**config.mk**
```make
export PLATFORM = sky130hd
export DESIGN_NAME = vpic_ctrl_flat
export DESIGN_NICKNAME = d
export VERILOG_FILES = /design/src/vpic_pkg.sv /design/src/vpic_link_if.sv /design/src/vpic_ctrl.sv /design/src/flat_wrapper.sv
export SDC_FILE = /design/constraint.sdc
export NUM_CORES = 1
export LEC_CHECK = 0
export BUFFER_PORTS_ARGS = -buffer_cell sky130_fd_sc_hd__buf_4
export CORE_MARGIN = 2
export CORE_UTILIZATION = 50
export CTS_BUF_LIST = sky130_fd_sc_hd__clkbuf_8
export CTS_CLUSTER_SIZE = 12
export DETAILED_ROUTE_END_ITERATION = 8
export PLACE_DENSITY = 0.67
export SYNTH_ARGS = -nofsm -noshare
export SYNTH_HDL_FRONTEND = slang
export SYNTH_SLANG_ARGS = --single-unit
```
**constraint.sdc**
```tcl
create_clock -name core_clk_in -period 49.3 [get_ports core_clk_in]
set_input_delay 2.465 -clock core_clk_in [delete_from_list [all_inputs] [get_ports core_clk_in]]
set_output_delay 2.465 -clock core_clk_in [all_outputs]
set_load 0.02 [all_outputs]
```
**src/vpic_pkg.sv**
```systemverilog
// shared constants and types of the vectored priority interrupt controller
package vpic_pkg;

  // ----------------------------------------------------------------------
  // sizes
  // ----------------------------------------------------------------------
  localparam int NUM_SRC   = 24;
  localparam int NUM_GRP   = 6;
  localparam int NUM_LVL   = 4;
  localparam int NUM_EXT   = 12;

  // ----------------------------------------------------------------------
  // register offsets
  // ----------------------------------------------------------------------
  localparam logic [7:0] OFS_EDGE_LOW    = 8'hA4;
  localparam logic [7:0] OFS_EDGE_HIGH   = 8'hA5;
  localparam logic [7:0] OFS_FLAG_SECOND = 8'hA6;
  localparam logic [7:0] OFS_EDGE_SECOND = 8'hA7;
  localparam logic [7:0] OFS_EN_FIRST    = 8'hA8;
  localparam logic [7:0] OFS_EN_SECOND   = 8'hA9;
  localparam logic [7:0] OFS_EN_THIRD    = 8'hAA;
  localparam logic [7:0] OFS_EN_FOURTH   = 8'hAB;
  localparam logic [7:0] OFS_PRIO_LOW    = 8'hB8;
  localparam logic [7:0] OFS_FLAG_FIRST  = 8'hC0;
  localparam logic [7:0] OFS_PRIO_HIGH   = 8'hF8;
  localparam logic [7:0] OFS_REQ_FIRST   = 8'hD9;
  localparam logic [7:0] OFS_REQ_SECOND  = 8'hDA;
  localparam logic [7:0] OFS_REQ_THIRD   = 8'hDB;

  // ----------------------------------------------------------------------
  // field positions and reset values
  // ----------------------------------------------------------------------
  localparam int         GLOBAL_EN_BIT   = 7;
  localparam int         SRC_EN_W        = 6;
  localparam logic [7:0] REG_RESET       = 8'h00;

  // ----------------------------------------------------------------------
  // vectors and source mapping
  // ----------------------------------------------------------------------
  localparam logic [15:0] RESET_VECTOR   = 16'h0000;
  localparam logic [7:0]  VEC_BASE       = 8'h03;
  localparam int          SRC_EXT_BANK   = 5;
  localparam int          SRC_EXT_EIGHT  = 6;
  localparam int          SRC_EXT_TEN    = 0;
  localparam int          SRC_EXT_ELEVEN = 1;
  localparam int          SRC_EXT_TWELVE = 11;

  // ----------------------------------------------------------------------
  // edge selection codes
  // ----------------------------------------------------------------------
  localparam logic [1:0] EDGE_NONE    = 2'h0;
  localparam logic [1:0] EDGE_RISE    = 2'h1;
  localparam logic [1:0] EDGE_FALL    = 2'h2;
  localparam logic [1:0] EDGE_BOTH    = 2'h3;

  // ----------------------------------------------------------------------
  // core timing
  // ----------------------------------------------------------------------
  localparam int MCYCLE_CLKS   = 2;
  localparam int CALL_MCYCLES  = 3;

  typedef enum logic [1:0] {
    CORE_RUN  = 2'h0,
    CORE_ACK  = 2'h1,
    CORE_CALL = 2'h3
  } vpic_core_state_type;

endpackage

```
**src/vpic_link_if.sv**
```systemverilog
// link between the interrupt controller and the cpu core
`timescale 1ns/1ps
interface vpic_link_if
(
  input wire logic core_clk_in,
  input wire logic reset_n_in
);
  // register access from the core
  logic [7:0] reg_addr;
  logic [7:0] reg_wdata;
  logic       reg_wr;
  logic       reg_rd;
  logic [7:0] reg_rdata;
  // interrupt handshake
  logic       instr_last;
  logic       irq_req;
  logic [7:0] vector_low_byte;
  logic       int_ack;
  logic       irq_return;

  modport dev
  (
    input  reg_addr, reg_wdata, reg_wr, reg_rd, instr_last, int_ack,
    input  irq_return,
    output reg_rdata, irq_req, vector_low_byte
  );

  modport core
  (
    output reg_addr, reg_wdata, reg_wr, reg_rd, instr_last, int_ack,
    output irq_return,
    input  reg_rdata, irq_req, vector_low_byte
  );
endinterface

```
**src/vpic_ctrl.sv**
```systemverilog
// device end: the vectored priority interrupt controller
// What this block does
// - six groups: group k holds k,k+6,k+12,k+18
// - group level from one bit of each priority register
// - both priority registers reset to zero
// - equal level: lower source index wins
// - higher level presented before lower level
// - preempt service only with strictly higher level
// - vector 0003H plus eight per source; reset 0000H
// - global enable plus 24 individual source enables
// - request passes only with global and source enable
// - global enable cleared on vectoring, set on return
// - request flag set, held, cleared on acceptance
// - latched request held until accepted or cleared
// - requests sampled in last instruction cycle
// - low vector byte decided, acknowledged next cycle
// - response latency three to nine machine cycles
// - service routine ends with return instruction
// - external lines feed sources 5,6,0,1,11
// - two-bit edge selection, no edge after reset
// - edge code 00 none,01 rise,10 fall,11 both
// - external flag set on edge, cleared on service
// - writing one to external flags does nothing
`timescale 1ns/1ps
module vpic_ctrl
(
  // clock and reset
  input  wire logic                       core_clk_in,
  input  wire logic                       reset_n_in,
  // link to the cpu core
  vpic_link_if.dev                        link,
  // peripheral request pulses, one per source
  input  wire logic [vpic_pkg::NUM_SRC-1:0] irq_src_in,
  // external lines 0-7, 8, 10, 11, 12 in bits 0..11
  input  wire logic [vpic_pkg::NUM_EXT-1:0] ext_line_in,
  // status
  output logic      [3:0]                 active_levels_out
);

  // ----------------------------------------------------------------------
  // state
  // ----------------------------------------------------------------------
  typedef struct packed {
    logic                           glob_en;
    logic [vpic_pkg::NUM_SRC-1:0]   src_en;
    logic [vpic_pkg::NUM_GRP-1:0]   prio_lo;
    logic [vpic_pkg::NUM_GRP-1:0]   prio_hi;
    logic [2*vpic_pkg::NUM_EXT-1:0] pol;
    logic [vpic_pkg::NUM_EXT-1:0]   flag;
    logic [vpic_pkg::NUM_SRC-1:0]   req;
    logic [vpic_pkg::NUM_EXT-1:0]   sync1;
    logic [vpic_pkg::NUM_EXT-1:0]   sync2;
    logic [vpic_pkg::NUM_EXT-1:0]   prev;
    logic [3:0]                     active;
    logic                           irq;
    logic [7:0]                     vec;
    logic [4:0]                     sel;
    logic [1:0]                     sel_lvl;
    logic [7:0]                     rdata;
  } vpic_dev_type;

  vpic_dev_type s_r;
  vpic_dev_type s_nxt;

  logic [vpic_pkg::NUM_SRC-1:0] pend;
  logic [vpic_pkg::NUM_SRC-1:0] elig;
  logic [vpic_pkg::NUM_EXT-1:0] hit;
  logic                         act_any;
  logic [1:0]                   act_lvl;
  logic                         found;
  logic [1:0]                   best_lvl;
  logic [4:0]                   best_idx;
  logic [1:0]                   lvl;
  logic [1:0]                   esel;
  logic [7:0]                   wd;

  always_comb
  begin
    s_nxt    = s_r;
    wd       = link.reg_wdata;
    act_any  = 1'b0;
    act_lvl  = 2'h0;
    found    = 1'b0;
    best_lvl = 2'h0;
    best_idx = 5'h00;
    lvl      = 2'h0;
    esel     = 2'h0;

    // ----------------------------------------------------------------------
    // pending and eligible sources
    // ----------------------------------------------------------------------
    pend = s_r.req;
    pend[vpic_pkg::SRC_EXT_BANK]   = |s_r.flag[7:0];
    pend[vpic_pkg::SRC_EXT_EIGHT]  = s_r.flag[8];
    pend[vpic_pkg::SRC_EXT_TEN]    = s_r.flag[9];
    pend[vpic_pkg::SRC_EXT_ELEVEN] = s_r.flag[10];
    pend[vpic_pkg::SRC_EXT_TWELVE] = s_r.flag[11];
    elig = pend & s_r.src_en & {vpic_pkg::NUM_SRC{s_r.glob_en}};

    for (int l = 0; l < vpic_pkg::NUM_LVL; l++)
    begin
      if (s_r.active[l])
      begin
        act_any = 1'b1;
        act_lvl = 2'(l);
      end
    end

    // ----------------------------------------------------------------------
    // arbitration: highest level first, lowest index on a tie
    // ----------------------------------------------------------------------
    for (int i = 0; i < vpic_pkg::NUM_SRC; i++)
    begin
      lvl = {s_r.prio_hi[i % vpic_pkg::NUM_GRP],
             s_r.prio_lo[i % vpic_pkg::NUM_GRP]};
      if (elig[i] && (!act_any || lvl > act_lvl) &&
          (!found || lvl > best_lvl))
      begin
        found    = 1'b1;
        best_lvl = lvl;
        best_idx = 5'(i);
      end
    end

    // ----------------------------------------------------------------------
    // line synchroniser and edge detection
    // ----------------------------------------------------------------------
    s_nxt.sync1 = ext_line_in;
    s_nxt.sync2 = s_r.sync1;
    s_nxt.prev  = s_r.sync2;
    for (int j = 0; j < vpic_pkg::NUM_EXT; j++)
    begin
      esel   = s_r.pol[2*j +: 2];
      hit[j] = ((esel == vpic_pkg::EDGE_RISE ||
                 esel == vpic_pkg::EDGE_BOTH) &&
                s_r.sync2[j] && !s_r.prev[j]) ||
               ((esel == vpic_pkg::EDGE_FALL ||
                 esel == vpic_pkg::EDGE_BOTH) &&
                !s_r.sync2[j] && s_r.prev[j]);
    end

    // ----------------------------------------------------------------------
    // register reads, answered one cycle after the strobe
    // ----------------------------------------------------------------------
    s_nxt.rdata = vpic_pkg::REG_RESET;
    if (link.reg_rd)
    begin
      unique case (link.reg_addr)
        vpic_pkg::OFS_EDGE_LOW:    s_nxt.rdata = s_r.pol[7:0];
        vpic_pkg::OFS_EDGE_HIGH:   s_nxt.rdata = s_r.pol[15:8];
        vpic_pkg::OFS_EDGE_SECOND: s_nxt.rdata = s_r.pol[23:16];
        vpic_pkg::OFS_FLAG_FIRST:  s_nxt.rdata = s_r.flag[7:0];
        vpic_pkg::OFS_FLAG_SECOND: s_nxt.rdata = {4'h0, s_r.flag[11:8]};
        vpic_pkg::OFS_EN_FIRST:
          s_nxt.rdata = {s_r.glob_en, 1'b0, s_r.src_en[5:0]};
        vpic_pkg::OFS_EN_SECOND:   s_nxt.rdata = {2'h0, s_r.src_en[11:6]};
        vpic_pkg::OFS_EN_THIRD:    s_nxt.rdata = {2'h0, s_r.src_en[17:12]};
        vpic_pkg::OFS_EN_FOURTH:   s_nxt.rdata = {2'h0, s_r.src_en[23:18]};
        vpic_pkg::OFS_PRIO_LOW:    s_nxt.rdata = {2'h0, s_r.prio_lo};
        vpic_pkg::OFS_PRIO_HIGH:   s_nxt.rdata = {2'h0, s_r.prio_hi};
        vpic_pkg::OFS_REQ_FIRST:   s_nxt.rdata = {2'h0, pend[5:0]};
        vpic_pkg::OFS_REQ_SECOND:  s_nxt.rdata = {2'h0, pend[11:6]};
        vpic_pkg::OFS_REQ_THIRD:   s_nxt.rdata = pend[19:12];
        default:                   s_nxt.rdata = vpic_pkg::REG_RESET;
      endcase
    end

    // ----------------------------------------------------------------------
    // register writes; flag and request writes only clear
    // ----------------------------------------------------------------------
    if (link.reg_wr)
    begin
      unique case (link.reg_addr)
        vpic_pkg::OFS_EDGE_LOW:    s_nxt.pol[7:0]   = wd;
        vpic_pkg::OFS_EDGE_HIGH:   s_nxt.pol[15:8]  = wd;
        vpic_pkg::OFS_EDGE_SECOND: s_nxt.pol[23:16] = wd;
        vpic_pkg::OFS_FLAG_FIRST:
          s_nxt.flag[7:0] = s_r.flag[7:0] & wd;
        vpic_pkg::OFS_FLAG_SECOND:
          s_nxt.flag[11:8] = s_r.flag[11:8] & wd[3:0];
        vpic_pkg::OFS_EN_FIRST:
        begin
          s_nxt.glob_en     = wd[vpic_pkg::GLOBAL_EN_BIT];
          s_nxt.src_en[5:0] = wd[5:0];
        end
        vpic_pkg::OFS_EN_SECOND:   s_nxt.src_en[11:6]  = wd[5:0];
        vpic_pkg::OFS_EN_THIRD:    s_nxt.src_en[17:12] = wd[5:0];
        vpic_pkg::OFS_EN_FOURTH:   s_nxt.src_en[23:18] = wd[5:0];
        vpic_pkg::OFS_PRIO_LOW:    s_nxt.prio_lo = wd[5:0];
        vpic_pkg::OFS_PRIO_HIGH:   s_nxt.prio_hi = wd[5:0];
        vpic_pkg::OFS_REQ_FIRST:
          s_nxt.req[5:0] = s_r.req[5:0] & wd[5:0];
        vpic_pkg::OFS_REQ_SECOND:
          s_nxt.req[11:6] = s_r.req[11:6] & wd[5:0];
        vpic_pkg::OFS_REQ_THIRD:
          s_nxt.req[19:12] = s_r.req[19:12] & wd;
        default:
        begin
        end
      endcase
    end

    // ----------------------------------------------------------------------
    // handshake with the core
    // ----------------------------------------------------------------------
    if (link.int_ack && s_r.irq)
    begin
      s_nxt.irq              = 1'b0;
      s_nxt.glob_en          = 1'b0;
      s_nxt.active[s_r.sel_lvl] = 1'b1;
      s_nxt.req[s_r.sel]     = 1'b0;
      unique case (int'(s_r.sel))
        vpic_pkg::SRC_EXT_BANK:   s_nxt.flag[7:0] = 8'h00;
        vpic_pkg::SRC_EXT_EIGHT:  s_nxt.flag[8]   = 1'b0;
        vpic_pkg::SRC_EXT_TEN:    s_nxt.flag[9]   = 1'b0;
        vpic_pkg::SRC_EXT_ELEVEN: s_nxt.flag[10]  = 1'b0;
        vpic_pkg::SRC_EXT_TWELVE: s_nxt.flag[11]  = 1'b0;
        default:
        begin
        end
      endcase
    end
    else if (link.instr_last)
    begin
      // re-evaluated each instruction end so a withdrawn request drops out
      s_nxt.irq     = found;
      s_nxt.sel     = best_idx;
      s_nxt.sel_lvl = best_lvl;
      s_nxt.vec     = vpic_pkg::VEC_BASE + {best_idx, 3'h0};
    end

    if (link.irq_return)
    begin
      s_nxt.glob_en = 1'b1;
      if (act_any)
        s_nxt.active[act_lvl] = 1'b0;
    end

    // ----------------------------------------------------------------------
    // sets last so an event beats a clear in the same cycle
    // ----------------------------------------------------------------------
    s_nxt.req  = s_nxt.req | irq_src_in;
    s_nxt.flag = s_nxt.flag | hit;
  end

  always_ff @(posedge core_clk_in)
  begin
    if (!reset_n_in)
      s_r <= '0;
    else
      s_r <= s_nxt;
  end

  assign link.reg_rdata       = s_r.rdata;
  assign link.irq_req         = s_r.irq;
  assign link.vector_low_byte = s_r.vec;
  assign active_levels_out    = s_r.active;

endmodule // vpic_ctrl

```
**src/flat_wrapper.sv**
```systemverilog
// flat-port wrapper written by rule: the top's interface ports become plain ports
module vpic_ctrl_flat 
  (core_clk_in, reset_n_in, irq_src_in, ext_line_in, active_levels_out, link_reg_addr, link_reg_wdata, link_reg_wr, link_reg_rd, link_instr_last, link_int_ack, link_irq_return, link_reg_rdata, link_irq_req, link_vector_low_byte);
  vpic_link_if link_i (.core_clk_in(core_clk_in), .reset_n_in(reset_n_in));
  input  wire logic core_clk_in;
  input  wire logic reset_n_in;
  input  wire logic [vpic_pkg::NUM_SRC-1:0] irq_src_in;
  input  wire logic [vpic_pkg::NUM_EXT-1:0] ext_line_in;
  output logic      [3:0] active_levels_out;
  input wire logic [$bits(link_i.reg_addr)-1:0] link_reg_addr;
  input wire logic [$bits(link_i.reg_wdata)-1:0] link_reg_wdata;
  input wire logic [$bits(link_i.reg_wr)-1:0] link_reg_wr;
  input wire logic [$bits(link_i.reg_rd)-1:0] link_reg_rd;
  input wire logic [$bits(link_i.instr_last)-1:0] link_instr_last;
  input wire logic [$bits(link_i.int_ack)-1:0] link_int_ack;
  input wire logic [$bits(link_i.irq_return)-1:0] link_irq_return;
  output wire logic [$bits(link_i.reg_rdata)-1:0] link_reg_rdata;
  output wire logic [$bits(link_i.irq_req)-1:0] link_irq_req;
  output wire logic [$bits(link_i.vector_low_byte)-1:0] link_vector_low_byte;
  assign link_i.reg_addr = link_reg_addr;
  assign link_i.reg_wdata = link_reg_wdata;
  assign link_i.reg_wr = link_reg_wr;
  assign link_i.reg_rd = link_reg_rd;
  assign link_i.instr_last = link_instr_last;
  assign link_i.int_ack = link_int_ack;
  assign link_i.irq_return = link_irq_return;
  assign link_reg_rdata = link_i.reg_rdata;
  assign link_irq_req = link_i.irq_req;
  assign link_vector_low_byte = link_i.vector_low_byte;
  vpic_ctrl u_core (.core_clk_in(core_clk_in), .reset_n_in(reset_n_in), .link(link_i), .irq_src_in(irq_src_in), .ext_line_in(ext_line_in), .active_levels_out(active_levels_out));
endmodule
```
==> results.json, run 1 <==
{
  "num_rows": 49,
  "clkPwrFrac_pct": 39.6,
  "post_drt_wl_per_cell_um": 21.0,
  "viasPerCell": 6.29,
  "fillers": 1701,
  "rsz0062_at_grt": "no",
  "hold_violations": 0,
  "power.density_nw_per_um2": 23.4,
  "period_minus_slack_ns": 32.43,
  "syn_area_sq_um": 9250,
  "synth_edf_count": 0,
  "slew_violations": 0,
  "finish.instance_area_sq_um": 10200,
  "synth-seq-cells": 149,
  "holdWs_ns": 0.437,
  "slowest_delay_ns": 0.73,
  "seq_area_frac_synth_pct": 32.2,
  "cts_sinks": 149,
  "antenna_found_initial": 0,
  "cts_resized": 0,
  "ys_warn_count": 0,
  "grt-ovfl-total": 0,
  "die-height_um": 140,
  "vias": 8956,
  "placed_area_sq_um": 9750,
  "worstPathRequired_ns": 49.70,
  "nNetsFinal": 1284,
  "clock-root-buffer": "clkbuf_8",
  "syn_area_per_cell_sq_um": 7.96,
  "worst_slew_pin_slew_ns": 0.919,
  "io-pin-count": 80,
  "area_growth_pct": 9.71,
  "ant_nets": 0,
  "first_global_vias": 8168,
  "clk_path_buf_depth": 2,
  "drive_above_1_share_pct": 12.2,
  "track_usage_pct": 30.4,
  "drtIter0Drc": 997,
  "peakVddDrop_uv": 21.9,
  "clk_latency_ns": 0.46,
  "cts_tree": "built",
  "drv_cap": 0,
  "diodes": 0,
  "switching_power_mw": 0.0675,
  "setup_viol": 0,
  "finalClockSkew_ns": 0.0120,
  "r2r_slack_ns": 16.87,
  "path_max_fanout": 10,
  "numCtsBuffers": 17,
  "drc": 0,
  "port_buffers": 73,
  "fin_util_pct": 56.1,
  "h-tree-depth": 4,
  "startpoint_type": "register",
  "pwr-share-seq_pct": 53.0,
  "ys_types": 74,
  "seqCellArea_sq_um": 2980,
  "postSynthCellCount": 1163,
  "grt_max_degree": 89,
  "p_int_mw": 0.170,
  "hold_path.class": "register to register",
  "synthFlopType": "dfxtp_1",
  "place_congestion": 0.959,
  "cellLeakagePower_nw": 3.91,
  "grt_pass1_wl_um": 46400,
  "die-area_sq_um": 19600,
  "setup-tns-final_ns": 0,
  "clkSlewWorstSetupHoldPaths_ns": 0.10,
  "swShare_pct": 28.4,
  "p_comb_share_pct": 7.4,
  "die_w_um": 140,
  "min_period_over_period_pct": 65.8,
  "status": "finished clean",
  "max_slew_margin_pct": 38.5,
  "start_util_pct": 51.2,
  "cpMostUsedCell": "ha_1",
  "max_freq_ghz": 0.0308,
  "worstPathArrival_ns": 32.83,
  "synth_nets": 1265,
  "drtPass1Iterations": 6,
  "post_cts_buffers": 0,
  "wirelength_um": 29900,
  "cp-end-kind": "register",
  "async_flop_share_pct": 0,
  "multi_input_area_sq_um": 5790,
  "coreArea_sq_um": 18100,
  "dp_hpwl_um": 22000,
  "slowest_stage": "o311ai_1",
  "critical_path_class": "register to register",
  "p_total_mw": 0.237,
  "cts_hold_repair.buffers": 0
}
==> layout make-up <==
type | instances | area share, %
Tap cell | 229 | 2.82
Inverter | 25 | 0.924
Clock buffer | 18 | 2.44
Sequential cell | 149 | 29.4
Multi-Input combinational cell | 909 | 57.0
Clock inverter | 14 | 1.50
Timing Repair Buffer | 80 | 5.92
==> path summary, 6_finish.rpt <==
| path | cells after the start | to | startpoint |
|---|---|---|---|
| max reg2reg | 154 | u_core.s_r[13] | u_core.s_r[130] |
| max | 154 | u_core.s_r[13] | u_core.s_r[130] |
| min | 1 | u_core.s_nxt[34] | u_core.s_nxt[46] |
| min reg2reg | 1 | u_core.s_nxt[34] | u_core.s_nxt[46] |
==> placed cells by master (no fill, tap or decap), drive strengths merged, types with 11 or more instances in the layout <==
cell | synthesis | layout
buf | 28 | 80
a221oi | 11 | 11
inv | 25 | 34
o211ai | 16 | 16
mux2 | 11 | 11
mux2i | 22 | 22
a31oi | 24 | 24
a211oi | 11 | 11
o21a | 32 | 32
and3 | 19 | 19
a21oi | 57 | 57
and2 | 51 | 51
clkbuf | 52 | 18
nor2 | 61 | 61
nor2b | 40 | 40
dfxtp | 149 | 149
a21boi | 56 | 56
nand3 | 74 | 74
o21ai | 66 | 66
nand3b | 18 | 18
nand2 | 159 | 159
ha | 43 | 43
==> synthesized netlist by cell type, drive strengths merged, types with 32 or more instances <==
master	number	area share [%]
a21oi	57	3.2
clkbuf	52	2.1
o21a	32	2.6
ha	43	5.8
nand3	74	4.0
o21ai	66	3.6
and2	51	3.4
a21boi	56	4.5
nor2b	40	2.7
dfxtp	149	32
nor2	61	2.5
nand2	159	6.4
==> stage by stage <==
step                std cells  setup WS (ns)
floorplan                1163          21.50
detailed placement       1392          17.37
global placement         1392          17.80
finish                   1424          16.87
global route             1424          13.93
CTS                      1424          17.23
==> power by group through the flow <==
stage | Combinational, mW | Clock [mW] | Sequential (mW)
final | 0.0176 | 0.0941 | 0.126
after global routing | 0.0188 | 0.101 | 0.126
after CTS | 0.0174 | 0.0951 | 0.126
after detailed placement | 0.0173 | 0 | 0.128
after global placement | 0.0172 | 0 | 0.128
after floorplan | 0.0109 | 0 | 0.127
==> critical path: cells and delay by family, from the launching register on <==
family                     cells  cell delay [ns]
and+or+nand+nor               48             6.50
muxes                          6             2.17
adders and majority gates     29             8.12
AOI/OAI and AO/OA             64            14.18
buffers and inverters          7             0.70
DFF                            1             0.65
==> routing by layer <==
layer | vias up | global-route usage [%] | wire, um
met1 | 4237 | 41.1 | 12900
met3 | 77 | 4.31 | 2060
met5 | - | 0 | 0
li1 | 4268 | - | -
met2 | 374 | 49.1 | 13700
met4 | 0 | 12.0 | 1160
==> registers in the layout (all words and copies together), names as in the netlist <==
name	cells
u_core.pend	23
u_core.s_r	83
u_core.link.irq_req	1
u_core.lvl	2
u_core.active_levels_out	4
u_core.s_nxt	24
u_core.esel	2
u_core.link.reg_rdata	8
u_core.link.vector_low_byte	2
==> cell families (layout without fill, tap and decap cells) <==
logic type | count (synthesis) | after routing | share of synthesized area [%]
flip-flops | 149 | 149 | 32.2
buffers and inverters | 105 | 137 | 5.22
other | 1 | 1 | 0.0405
multiplexers | 33 | 33 | 3.72
AO/OA/AOI/OAI | 354 | 354 | 26.9
AND/OR/NAND/NOR | 473 | 473 | 25.6
adder cells (fa/ha/maj) | 48 | 48 | 6.35
(Power assumes the default switching activity.)
==> run 2, diff against run 1 <==
- clock period: 49.3 -> 31.7 ns (I/O delays scaled with it)
==> run 2 against run 1 <==
Compared with the run above: clock power is 57% higher; global-route usage increased by 0.23 points; first-iteration DRC count is 21% lower; clock skew grew 0.0021 ns; setup slack worse by 15 ns; critical endpoint unchanged; largest power group unchanged.
==> results.json, run 2 (synthesized netlist as in run 1, its figures left out) <==
{
  "clock-root-buffer": "clkbuf_8",
  "largest_register": "u_core.s_r",
  "period_minus_slack_ns": 29.51,
  "hold_violations": 0,
  "cts_sinks": 149,
  "finalClockSkew_ns": 0.0141,
  "dp_hpwl_um": 22200,
  "hold_path.class": "register to register",
  "clk_path_buf_depth": 2,
  "worst_slew_pin_slew_ns": 0.920,
  "wirelength_um": 30400,
  "die-height_um": 140,
  "slowest_stage": "dfxtp_1",
  "slew_violations": 0,
  "drv_cap": 0,
  "start_util_pct": 51.2,
  "grt-ovfl-total": 0,
  "min_period_over_period_pct": 93.1,
  "drc": 0,
  "post_drt_wl_per_cell_um": 21.1,
  "largest_reg_flops": 83,
  "grt_pass1_wl_um": 46400,
  "worstPathRequired_ns": 32.12,
  "vias": 9062,
  "max_freq_ghz": 0.0339,
  "drive_above_1_share_pct": 14.9,
  "cts_hold_repair.buffers": 0,
  "drtPass1Iterations": 5,
  "io-pin-count": 80,
  "final_cell_mix": "159 x nand2_1, 149 x dfxtp_1, 97 x buf_4",
  "nNetsFinal": 1301,
  "antenna_found_initial": 0,
  "diodes": 0,
  "clk_latency_ns": 0.47,
  "cp_top_family": "compound AO/OA/AOI/OAI gates",
  "track_usage_pct": 30.6,
  "area_growth_pct": 11.9,
  "die_w_um": 140,
  "cp-end-kind": "register",
  "critical_path_class": "register to register",
  "slowest_delay_ns": 0.43,
  "place_congestion": 0.937,
  "path_max_fanout": 8,
  "worstPathArrival_ns": 29.93,
  "setup_viol": 0,
  "first_global_vias": 8315,
  "status": "finished clean",
  "cellLeakagePower_nw": 4.00,
  "num_rows": 49,
  "final_common_cell": "nand2_1",
  "die-area_sq_um": 19600,
  "ant_nets": 0,
  "grt_max_degree": 73,
  "h-tree-depth": 4,
  "clkSlewWorstSetupHoldPaths_ns": 0.10,
  "viasPerCell": 6.29,
  "crit_buf_inv": 8,
  "setup-tns-final_ns": 0,
  "coreArea_sq_um": 18100,
  "peakVddDrop_uv": 41.5,
  "numCtsBuffers": 17,
  "cts_tree": "built",
  "startpoint_type": "register",
  "max_slew_margin_pct": 38.4,
  "cpMostUsedCell": "ha_1",
  "drtIter0Drc": 784,
  "port_buffers": 73,
  "power.density_nw_per_um2": 35.9,
  "fin_util_pct": 57.3,
  "p_total_mw": 0.372
}
==> run 2: changes by cell type in the layout (fill, tap and decap cells not counted), sizes merged <==
cell	previous run	this run
buf	80	97
==> run 2: area by class of cell <==
type                            instances  area (sq um)
Clock buffer                           18           248
Clock inverter                         14           158
Fill cell                            1745          7730
Inverter                               25          93.8
Multi-Input combinational cell        909          5860
Sequential cell                       149          2980
Tap cell                              229           287
Timing Repair Buffer                   97           728
==> run 2: through the flow <==
stage	hold slack [ns]	cell area [sq um]	setup WS, ns	instances
final	0.439	10400	2.19	1441
after global routing	0.464	10400	-0.215	1441
after CTS	0.441	10200	0.682	1433
after detailed placement	0.418	9820	0.801	1401
after global placement	0.413	9820	1.11	1401
after floorplan	0.412	9250	3.90	1163
==> run 2: routing by layer <==
layer  global-route usage (%)  vias to the layer above  share of wire (%)
li1                         -                     4298                  -
met1                     40.1                     4265                 42
met2                     49.4                      422                 46
met3                     5.57                       77                8.2
met4                     13.7                        0                4.4
met5                        0                        -                  0
==> run 2: worst paths after layout <==
| kind | start | endpoint | slack (ns) | cells past startpoint |
|---|---|---|---|---|
| setup / recovery | u_core.active_levels_out[2] | u_core.s_r[13] | 2.19 | 157 |
| hold / removal | u_core.s_nxt[41] | u_core.s_nxt[29] | 0.44 | 1 |
| hold reg to reg | u_core.s_nxt[41] | u_core.s_nxt[29] | 0.44 | 1 |
| setup reg to reg | u_core.active_levels_out[2] | u_core.s_r[13] | 2.19 | 157 |
==> run 2: what timing repair did <==
| item | CTS | global route |
|---|---|---|
| gates resized for setup | 0 | 24 |
| buffers inserted | 0 | 8 |
| endpoints found under the setup margin | 0 | 7 |
==> run 2: report_power, final <==
group	internal (mW)	switching [mW]	total, mW
Combinational	0.0118	0.0163	0.0281
Clock	0.0619	0.0865	0.148
Sequential	0.191	0.00393	0.195
Total	0.265	0.107	0.372
==> run 3, diff against run 2 <==
--- a/config.mk
+++ b/config.mk
@@ -7,2 +7,3 @@
 export LEC_CHECK = 0
+export ABC_AREA = 0
 export BUFFER_PORTS_ARGS = -buffer_cell sky130_fd_sc_hd__buf_4
@@ -14,2 +15,3 @@
 export PLACE_DENSITY = 0.67
+export RECOVER_POWER = 50
 export SYNTH_ARGS = -nofsm -noshare
--- a/constraint.sdc
+++ b/constraint.sdc
@@ -3,2 +3,2 @@
 set_output_delay 1.585 -clock core_clk_in [all_outputs]
-set_load 0.02 [all_outputs]
+set_load 0.1 [all_outputs]
==> run 3 against run 2 <==
Compared with the run above: the flow now finishes with violations (max-capacitance violations, max-slew violations); maximum frequency shrank 0.10%; cell count unchanged; non-clock buffer count unchanged; critical path type unchanged; critical endpoint unchanged.
==> results.json, run 3 (synthesized netlist as in run 1, its figures left out) <==
{
  "status": "complete, but fails checks",
  "violations": "max-capacitance violations, max-slew violations",
  "largest_reg_flops": 83,
  "first_global_vias": 8315,
  "drtPass1Iterations": 8,
  "post_drt_wl_per_cell_um": 21.1,
  "hold_violations": 0,
  "cellLeakagePower_nw": 3.94,
  "finalClockSkew_ns": 0.0132,
  "viasPerCell": 6.31,
  "final-instance-count-excl-fill": 1441,
  "slowest_delay_ns": 0.43,
  "area_growth_pct": 11.4,
  "start_util_pct": 51.2,
  "swShare_pct": 29.5,
  "peakVddDrop_uv": 41.3,
  "switching_power_mw": 0.111,
  "clock-root-buffer": "clkbuf_8",
  "dp_hpwl_um": 22200,
  "final_common_cell": "nand2_1",
  "r2r_slack_ns": 2.16,
  "wirelength_um": 30400,
  "setup-tns-final_ns": 0,
  "final_cell_mix": "159 x nand2_1, 149 x dfxtp_1, 83 x buf_4",
  "worst_slew_pin_slew_ns": 2.86,
  "slew_violations": 145,
  "clk_path_buf_depth": 2,
  "drtIter0Drc": 793,
  "wl_met3_um": 2420,
  "power.density_nw_per_um2": 36.5,
  "worst_slack_ns": 2.16,
  "max_freq_ghz": 0.0339,
  "worstPathRequired_ns": 32.11,
  "period_minus_slack_ns": 29.54,
  "io-pin-count": 80,
  "ant_nets": 0,
  "reg2reg_depth": 157,
  "endpoint": "u_core.s_r[13]",
  "critical_path_class": "register to register",
  "antenna_found_initial": 0,
  "pre_cts_slack_ns": 0.801,
  "die_w_um": 140,
  "grt_max_degree": 73,
  "r2r_start": "u_core.active_levels_out[2]",
  "clkPwrFrac_pct": 39.5,
  "clk_latency_ns": 0.47,
  "track_usage_pct": 30.6,
  "die-height_um": 140,
  "place_congestion": 0.937,
  "slowest_stage": "dfxtp_1",
  "grt-ovfl-total": 0,
  "top_layer_used": "met4",
  "nNetsFinal": 1301,
  "port_buffers": 73,
  "setup_viol": 0,
  "die-area_sq_um": 19600,
  "h-tree-depth": 4,
  "dr_wl_met2_um": 13800,
  "num_rows": 49,
  "numCtsBuffers": 17,
  "dp.cells": 1401,
  "p_comb_share_pct": 8.6,
  "drc": 0,
  "p_int_mw": 0.265,
  "min_period_over_period_pct": 93.2,
  "r2r-end": "u_core.s_r[13]",
  "largest_register": "u_core.s_r",
  "worstSetupStartpoint": "u_core.active_levels_out[2]",
  "met1_length_um": 12700,
  "pwr-share-seq_pct": 51.9,
  "cts_sinks": 149,
  "drv_cap": 2,
  "path_max_fanout": 8,
  "grt_pass1_wl_um": 46400,
  "coreArea_sq_um": 18100,
  "clkSlewWorstSetupHoldPaths_ns": 0.10,
  "vias": 9088,
  "diodes": 0,
  "cpMostUsedCell": "ha_1",
  "max_slew_margin_pct": -90.8,
  "cp-end-kind": "register",
  "hold_path.class": "register to register",
  "cts_tree": "built",
  "worstPathArrival_ns": 29.95,
  "startpoint_type": "register",
  "holdWs_ns": 0.440,
  "drive_above_1_share_pct": 13.8
}
-- run 3: worst max-delay path: cells and delay by family (launching register included) --
family	cells	cell delay (ns)
simple gates	49	6.32
flops	1	0.43
buf+inv	8	0.78
mux	6	1.96
fa+ha+maj	29	8.28
compound gates	65	11.66
-- run 3: area by class of cell --
class	count	area [sq um]
clock buffer	18	248
clock inverter	14	158
fill	1760	7780
inverter	25	93.8
multi-input combinational	909	5860
sequential	149	2980
tap	229	287
timing repair buffer	97	676
-- run 3: worst min-delay path by stage --
stage	depth (start not counted)	start	slack, ns	to
2_1_floorplan	1	u_core.s_nxt[40]	0.41	u_core.s_nxt[28]
3_3_place_gp	1	u_core.s_nxt[50]	0.41	u_core.s_nxt[38]
3_5_place_dp	1	u_core.s_nxt[42]	0.42	u_core.s_nxt[30]
4_1_cts	1	u_core.s_nxt[41]	0.44	u_core.s_nxt[29]
5_1_grt	1	u_core.s_nxt[51]	0.46	u_core.s_nxt[39]
6_report	1	u_core.s_nxt[51]	0.44	u_core.s_nxt[39]
-- run 3: metal layers --
layer | vias to the layer above | global-route usage [%]
li1 | 4300 | -
met1 | 4269 | 40.1
met2 | 431 | 49.4
met3 | 88 | 5.57
met4 | 0 | 13.7
met5 | - | 0
-- run 3: timing repair --
item | CTS | global route
hold buffers | 0 | 0
buffers inserted | 0 | 8
gates resized for setup | 0 | 24
endpoints found under the setup margin | 0 | 7
-- run 3: power groups by stage --
| stage | clock network, mW | logic [mW] | registers, mW |
|---|---|---|---|
| final | 0.149 | 0.0323 | 0.195 |
| after CTS | 0.150 | 0.0317 | 0.195 |
| after global placement | 0 | 0.0313 | 0.199 |
| after global routing | 0.157 | 0.0343 | 0.196 |
| after floorplan | 0 | 0.0205 | 0.198 |
| after detailed placement | 0 | 0.0316 | 0.199 |
-- run 3: per-stage QoR --
stage,util [%],area [sq um],total power [mW]
5_1_grt,57.0,10300,0.387
4_1_cts,56.5,10200,0.376
2_1_floorplan,-,9250,0.218
3_5_place_dp,54.3,9820,0.231
3_3_place_gp,54.3,9820,0.231
6_report,57.0,10300,0.376
